$ cat src/rtl/origin_seek_params.svh
`ifndef ORIGIN_SEEK_PARAMS_SVH
`define ORIGIN_SEEK_PARAMS_SVH

// ----------------------------------------
// Widths
// ----------------------------------------
`define SETTING_W 16
`define POS_W 32
`define CHAN_W 3
`define CHAN_COUNT 8

// ----------------------------------------
// Seek mode codes
// ----------------------------------------
`define MODE_EDGE_A 3'h1
`define MODE_MARKER 3'h3
`define MODE_BACKOUT 3'h4
`define MODE_EDGE_B 3'h5
`define MODE_TEACH 3'h6
`define MODE_TRAVEL 3'h7

// ----------------------------------------
// Edge capture bit positions
// ----------------------------------------
`define EDGE_COUNT 6
`define EDGE_START 0
`define EDGE_ORIGIN 1
`define EDGE_TRAVEL_MINUS 2
`define EDGE_TRAVEL_PLUS 3
`define EDGE_MARKER 4
`define EDGE_RUN 5
// Travel limits idle high, every other pin idles low
`define EDGE_IDLE_LEVELS 6'h0C

// ----------------------------------------
// Reset values
// ----------------------------------------
`define POS_RESET 32'h0000_0000
`define SETTING_RESET 16'h0000
`define DIR_PLUS_SETTING 1'h1

`endif

$ cat src/rtl/origin_seek_pkg.sv
`include "origin_seek_params.svh"

package origin_seek_pkg;

  typedef enum logic [1:0] {PROG_NONE, PROG_SEEK, PROG_AZERO} prog_cmd_t;

  typedef enum logic [3:0] {
    PH_IDLE, PH_FAST, PH_STOP, PH_BACKOUT, PH_REAPPROACH, PH_LEAVE, PH_MARKER, PH_SETTLE, PH_TEACH
  } phase_t;

  typedef enum logic [1:0] {AFT_OFFSET, AFT_MARKER, AFT_BACKOUT, AFT_FINISH} after_t;

  typedef struct packed {
    logic [2:0] mode;
    logic direction;
    logic invert;
    logic [`SETTING_W-1:0] accel;
    logic [`SETTING_W-1:0] decel;
    logic [`SETTING_W-1:0] velocity;
    logic [`SETTING_W-1:0] creep;
    logic [`POS_W-1:0] offset;
  } seek_cfg_t;

  typedef struct packed {
    logic run;
    logic dir;
    logic go;
    logic [`SETTING_W-1:0] velocity;
    logic [`SETTING_W-1:0] accel;
    logic [`SETTING_W-1:0] decel;
    logic [`POS_W-1:0] target;
  } drive_cmd_t;

  typedef struct packed {
    logic valid;
    logic [`CHAN_W-1:0] channel;
    prog_cmd_t cmd;
  } prog_write_t;

  typedef struct packed {
    logic [`EDGE_COUNT-1:0] prev;
    logic [`EDGE_COUNT-1:0] rise;
    logic [`EDGE_COUNT-1:0] fall;
  } edge_state_t;

endpackage

$ cat src/rtl/edge_capture.sv
`include "origin_seek_params.svh"

module edge_capture
  import origin_seek_pkg::*;
(
  // Clock and reset
  input wire logic mclk,
  input wire logic rst,
  // Sampled levels and their edges
  input wire logic [`EDGE_COUNT-1:0] level,
  output logic [`EDGE_COUNT-1:0] rise,
  output logic [`EDGE_COUNT-1:0] fall
);
  import origin_seek_pkg::*;

  edge_state_t st;
  edge_state_t next_st;

  // Previous level resets to each pin's idle level, so only a pin off idle at release shows an edge
  always_comb begin
    next_st = st;
    next_st.prev = level;
    next_st.rise = level & ~st.prev;
    next_st.fall = ~level & st.prev;
  end

  always_ff @(posedge mclk or posedge rst) begin
    if (rst) begin
      st <= {`EDGE_IDLE_LEVELS, {(2 * `EDGE_COUNT){1'b0}}};
    end else begin
      st <= next_st;
    end
  end

  assign rise = st.rise;
  assign fall = st.fall;
endmodule

$ cat src/rtl/origin_seek_sequencer.sv
// What this block does
// - Modes 1,5: origin at origin-limit rise
// - Mode 3: after limit rise and stop, take next marker
// - Mode 7: travel limit, marker after leaving
// - Servo state follows servo-on input
// - Start needs servo; direction, speeds from settings
// - Busy during seek, origin forced undefined
// - Mode 7: limit off, stop, creep out
// - Marker plus offset defines origin, flag set
// - Settled origin raises in-position and completion
// - Interrupted seek: undefined; absolute move warns
// - Program channel seek launched by run input
// - Mode 7 direction 0 uses plus limit
// - Mode 6 takes current position, no motion
// - Mode 6 completes on positioning-done conditions
// - Program zero set works with servo off
// - Sensor adjust reports displacement; backspace aborts
// - Offset applied except in mode 6 and program zero set
// - Offset teach only right after sensor adjust
// - Motor off locks servo until servo command
// - Mode 4: back out, creep back, marker
// - Zero deceleration setting uses acceleration
`include "origin_seek_params.svh"

module origin_seek_sequencer
  import origin_seek_pkg::*;
(
  // Clock and reset
  input wire logic mclk,
  input wire logic rst,
  // Discrete inputs
  input wire logic servo_on_in,
  input wire logic seek_start_in,
  input wire logic origin_limit_in,
  input wire logic travel_limit_minus_in,
  input wire logic travel_limit_plus_in,
  input wire logic marker_in,
  input wire logic run_in,
  input wire logic [`CHAN_W-1:0] program_channel_select_in,
  // Command pulses
  input wire logic seek_command,
  input wire logic sensor_adjust_command,
  input wire logic backspace_in,
  input wire logic motor_off_command,
  input wire logic servo_activate_command,
  input wire logic program_launch_command,
  input wire logic offset_teach_command,
  input wire logic abs_position_command,
  input wire origin_seek_pkg::prog_write_t prog_write,
  // Settings
  input wire origin_seek_pkg::seek_cfg_t cfg,
  // Motion feedback
  input wire logic [`POS_W-1:0] position_in,
  input wire logic motor_stopped_in,
  input wire logic positioning_done_in,
  // Status outputs
  output logic servo_state_out,
  output logic busy_out,
  output logic origin_defined_out,
  output logic in_position_out,
  output logic seek_complete_out,
  output logic origin_undefined_warning,
  output logic adjust_ready_out,
  output logic [`POS_W-1:0] origin_position_out,
  output logic [`POS_W-1:0] adjust_displacement_out,
  output logic [`POS_W-1:0] taught_offset_out,
  // Motion request
  output origin_seek_pkg::drive_cmd_t drive_out
);
  import origin_seek_pkg::*;

  typedef struct packed {
    phase_t phase;
    after_t after;
    logic busy;
    logic origin_defined;
    logic in_position;
    logic complete;
    logic servo_state;
    logic motor_locked;
    logic warning;
    logic servo_free;
    logic adjusting;
    logic adjust_ready;
    logic taught_valid;
    logic dir;
    logic [2:0] mode;
    logic [`POS_W-1:0] change_pos;
    logic [`POS_W-1:0] base;
    logic [`POS_W-1:0] origin_pos;
    logic [`POS_W-1:0] displacement;
    logic [`POS_W-1:0] taught_offset;
    logic [`CHAN_COUNT-1:0][1:0] prog;
    drive_cmd_t drive;
  } seq_state_t;

  seq_state_t st;
  seq_state_t next_st;
  logic [`EDGE_COUNT-1:0] rise;
  logic [`EDGE_COUNT-1:0] fall;

  edge_capture u_edges (
    .mclk(mclk),
    .rst(rst),
    .level({run_in, marker_in, travel_limit_plus_in, travel_limit_minus_in, origin_limit_in, seek_start_in}),
    .rise(rise),
    .fall(fall)
  );

  function automatic logic [2:0] adjust_mode(input logic [2:0] m);
    adjust_mode = (m == `MODE_BACKOUT || m == `MODE_TRAVEL) ? m : `MODE_MARKER;
  endfunction

  function automatic logic creeping(input phase_t p);
    creeping = (p == PH_BACKOUT) || (p == PH_REAPPROACH) || (p == PH_LEAVE) || (p == PH_MARKER);
  endfunction

  logic lim_fall;
  logic lim_rise;
  logic [`POS_W-1:0] offset_eff;
  logic launch;
  prog_cmd_t launch_cmd;
  logic start_seek;
  logic start_zero;
  logic start_adjust;

  // ----------------------------------------
  // Start decode
  // ----------------------------------------
  always_comb begin
    // Plus limit when direction setting is 0, raw signals active low
    lim_fall = (cfg.direction == `DIR_PLUS_SETTING) ? fall[`EDGE_TRAVEL_MINUS] : fall[`EDGE_TRAVEL_PLUS];
    lim_rise = (cfg.direction == `DIR_PLUS_SETTING) ? rise[`EDGE_TRAVEL_MINUS] : rise[`EDGE_TRAVEL_PLUS];
    offset_eff = st.taught_valid ? st.taught_offset : cfg.offset;
    launch = rise[`EDGE_RUN] || program_launch_command;
    launch_cmd = prog_cmd_t'(st.prog[program_channel_select_in]);
    start_seek = (st.phase == PH_IDLE) && st.servo_state
      && (rise[`EDGE_START] || seek_command || (launch && launch_cmd == PROG_SEEK));
    start_zero = (st.phase == PH_IDLE) && launch && launch_cmd == PROG_AZERO;
    start_adjust = (st.phase == PH_IDLE) && st.servo_state && sensor_adjust_command && !start_seek;
  end

  // ----------------------------------------
  // Sequencer
  // ----------------------------------------
  always_comb begin
    next_st = st;
    next_st.warning = abs_position_command && !st.origin_defined;
    if (prog_write.valid) begin
      next_st.prog[prog_write.channel] = prog_write.cmd;
    end
    // Motor off wins over a servo command arriving in the same cycle
    if (servo_activate_command) begin
      next_st.motor_locked = 1'b0;
    end
    if (motor_off_command) begin
      next_st.motor_locked = 1'b1;
    end
    next_st.servo_state = servo_on_in && !next_st.motor_locked;

    if (start_seek || start_adjust || start_zero) begin
      next_st.busy = 1'b1;
      next_st.origin_defined = 1'b0;
      next_st.complete = 1'b0;
      next_st.in_position = 1'b0;
      next_st.adjust_ready = 1'b0;
      next_st.adjusting = start_adjust;
      next_st.servo_free = start_zero;
      next_st.dir = cfg.direction ^ cfg.invert;
      next_st.mode = start_adjust ? adjust_mode(cfg.mode) : cfg.mode;
      next_st.phase = (start_zero || (start_seek && cfg.mode == `MODE_TEACH)) ? PH_TEACH : PH_FAST;
    end

    unique case (st.phase)
      PH_IDLE: begin
        if (offset_teach_command && st.adjust_ready) begin
          next_st.taught_offset = position_in - st.base;
          next_st.taught_valid = 1'b1;
          next_st.adjust_ready = 1'b0;
        end
      end
      PH_FAST: begin
        if (st.mode == `MODE_TRAVEL ? lim_fall : rise[`EDGE_ORIGIN]) begin
          next_st.change_pos = position_in;
          next_st.base = position_in;
          next_st.phase = PH_STOP;
          if (st.mode == `MODE_TRAVEL) begin
            next_st.after = AFT_BACKOUT;
          end else if (st.mode == `MODE_BACKOUT) begin
            next_st.after = AFT_BACKOUT;
          end else if (st.mode == `MODE_MARKER) begin
            next_st.after = AFT_MARKER;
          end else begin
            next_st.after = AFT_OFFSET;
          end
        end
      end
      PH_STOP: begin
        if (motor_stopped_in) begin
          unique case (st.after)
            AFT_BACKOUT: begin
              next_st.dir = !st.dir;
              next_st.phase = (st.mode == `MODE_TRAVEL) ? PH_LEAVE : PH_BACKOUT;
            end
            AFT_MARKER: begin
              next_st.phase = PH_MARKER;
            end
            AFT_OFFSET: begin
              next_st.drive.go = 1'b1;
              next_st.drive.target = st.base + offset_eff;
              next_st.phase = PH_SETTLE;
            end
            AFT_FINISH: begin
              next_st.busy = 1'b0;
              next_st.adjusting = 1'b0;
              next_st.adjust_ready = 1'b1;
              next_st.phase = PH_IDLE;
            end
          endcase
        end
      end
      PH_BACKOUT: begin
        if (fall[`EDGE_ORIGIN]) begin
          next_st.dir = !st.dir;
          next_st.phase = PH_REAPPROACH;
        end
      end
      PH_REAPPROACH: begin
        if (rise[`EDGE_ORIGIN]) begin
          next_st.change_pos = position_in;
          next_st.phase = PH_MARKER;
        end
      end
      PH_LEAVE: begin
        if (lim_rise) begin
          next_st.change_pos = position_in;
          next_st.phase = PH_MARKER;
        end
      end
      PH_MARKER: begin
        if (rise[`EDGE_MARKER]) begin
          next_st.base = position_in;
          next_st.displacement = position_in - st.change_pos;
          next_st.after = st.adjusting ? AFT_FINISH : AFT_OFFSET;
          next_st.phase = PH_STOP;
        end
      end
      PH_TEACH: begin
        next_st.base = position_in;
        next_st.origin_pos = position_in;
        next_st.origin_defined = 1'b1;
        next_st.busy = 1'b0;
        next_st.phase = PH_SETTLE;
      end
      PH_SETTLE: begin
        if (!st.origin_defined && motor_stopped_in) begin
          next_st.origin_pos = st.drive.target;
          next_st.origin_defined = 1'b1;
          next_st.busy = 1'b0;
        end else if (st.origin_defined && positioning_done_in) begin
          next_st.in_position = 1'b1;
          next_st.complete = 1'b1;
          next_st.phase = PH_IDLE;
        end
      end
    endcase

    // Losing the servo outside a program zero set, or a backspace, leaves the origin undefined
    if (st.phase != PH_IDLE && (backspace_in || (!st.servo_free && !st.servo_state))) begin
      next_st.phase = PH_IDLE;
      next_st.busy = 1'b0;
      next_st.origin_defined = 1'b0;
      next_st.adjusting = 1'b0;
      next_st.complete = 1'b0;
      next_st.in_position = 1'b0;
      next_st.drive.go = 1'b0;
    end

    next_st.drive.run = (next_st.phase == PH_FAST) || creeping(next_st.phase);
    next_st.drive.dir = next_st.dir;
    next_st.drive.velocity = creeping(next_st.phase) ? cfg.creep : cfg.velocity;
    next_st.drive.accel = cfg.accel;
    next_st.drive.decel = (cfg.decel == `SETTING_RESET) ? cfg.accel : cfg.decel;
    if (st.phase != PH_STOP) begin
      next_st.drive.go = next_st.drive.go && (st.phase == PH_STOP);
    end
  end

  always_ff @(posedge mclk or posedge rst) begin
    if (rst) begin
      st <= '0;
    end else begin
      st <= next_st;
    end
  end

  assign servo_state_out = st.servo_state;
  assign busy_out = st.busy;
  assign origin_defined_out = st.origin_defined;
  assign in_position_out = st.in_position;
  assign seek_complete_out = st.complete;
  assign origin_undefined_warning = st.warning;
  assign adjust_ready_out = st.adjust_ready;
  assign origin_position_out = st.origin_pos;
  assign adjust_displacement_out = st.displacement;
  assign taught_offset_out = st.taught_offset;
  assign drive_out = st.drive;
endmodule

$ cat config.mk
export PLATFORM = sky130hd
export DESIGN_NAME = origin_seek_sequencer
export DESIGN_NICKNAME = d
export VERILOG_FILES = /design/src/rtl/origin_seek_pkg.sv /design/src/rtl/edge_capture.sv /design/src/rtl/origin_seek_sequencer.sv
export VERILOG_INCLUDE_DIRS = /design/src /design/src/rtl
export SDC_FILE = /design/constraint.sdc
export NUM_CORES = 1
export LEC_CHECK = 0
export ABC_AREA = 1
export BUFFER_PORTS_ARGS = -buffer_cell sky130_fd_sc_hd__buf_2
export CORE_ASPECT_RATIO = 0.9
export CORE_UTILIZATION = 55
export DETAILED_ROUTE_END_ITERATION = 12
export PLACE_DENSITY_LB_ADDON = 0.05
export SYNTH_ARGS = -nofsm -noshare
export SYNTH_HDL_FRONTEND = slang
export SYNTH_HIERARCHICAL = 1
export SYNTH_SLANG_ARGS = --single-unit
$ cat constraint.sdc
create_clock -name mclk -period 11.82 [get_ports mclk]
set_input_delay 1.773 -clock mclk [delete_from_list [all_inputs] [get_ports mclk]]
set_output_delay 1.773 -clock mclk [all_outputs]
set_load 0.02 [all_outputs]
Yosys cells after proc, flatten, opt, wreduce, memory -nomap -nowiden
Index checks and enable logic that the tools add are counted.
{"block": "word_totals", "reg_bits": 295, "in_bits": 161, "output_inout_bits": 186, "elab_cells": 197}
{"block": "op_classes", "n_addsub": 3, "order_cmp": 3, "eq_ne": 30, "n_mux": 69, "bitwise": 5, "reduce_logical": 50}
{"operator": "$pmux 32 s3", "n": 2}
{"operator": "$mux 32", "n": 5}
{"operator": "$mux 64", "n": 1}
{"operator": "$pmux 32 s2", "n": 1}
{"operator": "$sub 32x32->32", "n": 2}
{"operator": "$mux 4", "n": 12}
{"operator": "$add 32x32->32", "n": 1}
{"operator": "$mux 16", "n": 2}
{"operator": "$pmux 4 s8", "n": 1}
{"operator": "$eq 4x3->1 const B", "n": 7}
{"operator": "$mux 2", "n": 13}
{"operator": "$mux 1", "n": 18}
{"operator": "$logic_and 1x1->1", "n": 17}
{"operator": "$bwmux 16", "n": 1}
{"operator": "$logic_not 16->1", "n": 1}
{"operator": "$pmux 4 s4", "n": 1}
{"operator": "$eq 3x3->1 const B", "n": 5}
{"operator": "$eq 4x2->1 const B", "n": 3}
{"operator": "$logic_or 1x1->1", "n": 12}
{"operator": "$mux 6", "n": 2}
{"operator": "$mux 3", "n": 3}
{"operator": "$reduce_and 3->1", "n": 3}
{"operator": "$eq 4x1->1 const B", "n": 2}
{"operator": "$lt 3x4->1 const B", "n": 2}
{"operator": "26 further kinds", "n": 43}

Depth between registers and ports, before layout
{"block": "depth", "ltp_word": 20, "depth_mapped": 22, "mapped_depth_nobuf": 20}

Cells and area by module
Netlist, hierarchy kept.
{"mod": "origin_seek_sequencer", "n_inst": 1, "cells_per_inst": 2366, "area_per_inst_um2": 17889.7, "seq_area_each_um2": 6981.7}
{"mod": "edge_capture", "n_inst": 1, "cells_per_inst": 55, "area_per_inst_um2": 636.9, "seq_area_each_um2": 452.9}

Worst setup path before layout
Ideal clock, no wire load.
{"block": "synth_path", "path_kind": "input-to-reg", "start": "input position_in[0]", "end": "register st, in the netlist taught_offset_out[28]", "setup_ps": 127, "t_arrival_ps": 3797, "t_required_ps": 11693, "setup_slack_ps": 7896, "path_stages": 11, "path_buffers": 0, "cell_sequence": "inv_1 -> ha_1 -> fa_1 -> o21ai_0 -> a21oi_1 -> o21ai_2 -> a21boi_0 -> o21ai_0 -> nand3_1 -> a21oi_1 -> o21ai_0"}
{"block": "synth_via", "elab_chain_cells": 1}
{"item": "from (decl)", "line_no": "origin_seek_sequencer.sv:53", "rtl": "input wire logic [`POS_W-1:0] position_in,"}
{"item": "$sub 32x32->32", "line_no": "origin_seek_sequencer.sv:177", "rtl": "next_st.taught_offset = position_in - st.base;"}
{"item": "to (signal assigned)", "line_no": "origin_seek_sequencer.sv:293", "rtl": "st <= next_st;"}
{"item": "to (decl)", "line_no": "origin_seek_sequencer.sv:97", "rtl": "seq_state_t st;"}
Every way passes these cells.
A chain may end at the register's enable or synchronous reset.

Worst setup path after layout
{"block": "layout_path", "start": "input cfg[1] in the netlist's numbering", "end": "register st, in the netlist drive_out[25]"}
{"block": "layout_via", "elab_chain_cells": 2}
{"item": "from (decl)", "line_no": "origin_seek_sequencer.sv:51", "rtl": "input wire origin_seek_pkg::seek_cfg_t cfg,"}
{"item": "$mux 32", "line_no": "origin_seek_sequencer.sv:134", "rtl": "offset_eff = st.taught_valid ? st.taught_offset : cfg.offset;"}
{"item": "$add 32x32->32", "line_no": "origin_seek_sequencer.sv:210", "rtl": "next_st.drive.target = st.base + offset_eff;"}
Every way passes these cells.

==> results_dict.tcl <==
set metrics [dict create \
    status "complete, no violations" \
    power_mw 6.048 \
    drive_gt1_share_pct 18.83 \
    fillers 3078 \
    dp_hpwl_mm 38.94 \
    remaining_drc_errors 0 \
    post_cts_buffers 0 \
    syn_area_um2 18410 \
    p_leak_nw 10.73 \
    placedCellCount 2945 \
    required_ns 12.23 \
    gp_congestion 0.9371 \
    clock_sinks 294 \
    via_count 16103 \
    final_cell_mix "nand2_1, buf_2, dfrtp_1, inv_1, o21ai_0" \
    synth.avg_cell_area_um2 7.641 \
    min_period_ns 4.376 \
    fin_nets 2816 \
    slew_viol_final 0 \
    wl_mm 51.19 \
    port_buffers 346 \
    startpoint_type "input pin" \
    hold_viol 0 \
    hold_path_class "register to register" \
    layout_commonest_cell "nand2_1" \
    cts_resized 0 \
    antenna_left 0 \
    grt_max_degree 136 \
    grt-ovfl-total 0 \
    antenna_found_initial 0 \
    die_w_um 194.8 \
    stdcell_count 3003 \
    num_rows 63 \
    insertion_delay_ns 0.53 \
    cts.htree.levels 2 \
    maxClockFrequency_ghz 0.2285 \
    drtPass1Iterations 7 \
    p_per_area_nw_per_um2 297.0 \
    setup_viol_count_final 0 \
    clockBufferDepth 3 \
    cts_hold_buffers 0 \
    synthesis.nets 2666 \
    worstSetupPathType "input pin to register" \
    die_h_um 175.6 \
    grt_pass1_wl_mm 81.39 \
    worst_slack_ns 7.444 \
    area_growth_pct 10.65 \
    wl_per_cell_um 17.04 \
    core_um2 32950 \
    cts_tree "yes" \
    worst_slew_pin_slew_ns 1.046 \
    fp.dieArea_um2 34200 \
    clock_skew_ns 0.01203 \
    clk_pin_slew_worst_paths_ns 0.06 \
    cts-root-buf "clkbuf_16" \
    io_pins 347 \
    grt_pass1_vias 15350 \
    hold_ws_ns 0.3949 \
    ir_drop_mv 0.1366 \
    tns_ns 0 \
    place_ws_ns 7.038 \
    min_period_over_period_pct 37.02 \
    routed_via_density 5.362 \
    track_usage_pct 29.80 \
    cp_max_fo 4 \
    cp-end-kind "register" \
    cp.arrival_ns 4.79 \
    yosysWarnings 6 \
    start_util_pct 55.86 \
    relSlewSlack_pct 30.16 \
    antennaDiodeCount 0 \
    rsz0062_at_grt "no" \
    cts_buffers 34 \
    netlist_instances 2409 \
    drv_cap 0 \
    drt_iter0_markers 1141 \
]
power breakdown:
| group | internal (mW) | switching (mW) |
|---|---|---|
| clock | 0.711 | 0.426 |
| sequential | 1.38 | 0.246 |
| combinational | 1.12 | 2.16 |
layout make-up:
type	instances	area, um2	share of cell area (%)
Timing Repair Buffer	358	1822	8.945
Sequential cell	294	7360	36.13
Multi-Input combinational cell	1624	8498	41.73
Clock inverter	7	113.9	0.5590
Clock buffer	51	1109	5.443
Inverter	247	937.1	4.601
Tap cell	422	528.0	2.592
sequential cells by signal (all words and copies together), names as in the netlist:
register,cells
busy_out,1
u_edges/rise,6
in_position_out,1
seek_complete_out,1
drive_out,83
servo_state_out,1
u_edges/st,6
origin_undefined_warning,1
u_edges/fall,3
origin_defined_out,1
taught_offset_out,32
origin_position_out,32
st,93
adjust_displacement_out,32
adjust_ready_out,1
stage by stage:
stage,utilization [%],instance area [um2]
global placement,58.10,19140
floorplan,-,18410
finish,61.81,20370
CTS,61.81,20370
detailed placement,58.10,19140
global route,61.81,20370
critical path, cell delays in order:
cell and delay [ns]:
buf_2 0.10, o21ai_0 0.28, inv_1 0.08, ha_1 0.28, nand2_1 0.05, nand2_1 0.06
o21ai_0 0.13, o21ai_0 0.24, inv_1 0.11, o21ai_0 0.69, a21boi_0 0.28, o21ai_0 0.37
nand2_1 0.12, nand2_1 0.08, nand2_1 0.04, nand3_1 0.06, nand2_1 0.05
final timing paths:
check	start	endpoint	slack (ns)	depth (start not counted)
min in group asynchronous	rst	u_edges/rise[4]	1.35	2
max in group asynchronous	rst	adjust_displacement_out[8]	8.83	3
hold / removal	u_edges/st[17]	u_edges/rise[5]	0.39	1
hold reg to reg	u_edges/st[17]	u_edges/rise[5]	0.39	1
setup reg to reg	st[263]	drive_out[25]	7.58	19
setup / recovery	cfg[1]	drive_out[25]	7.44	17
routing by layer:
metal	wire length (um)	up-vias	track usage (%)	part of all wire, %
met3	2743	73	3.571	5.4
met2	23560	487	48.61	46
met4	1081	0	7.579	2.1
li1	-	7964	-	-
met5	0	-	0	0
met1	23800	7579	42.25	46
(Power assumes the default switching activity.)
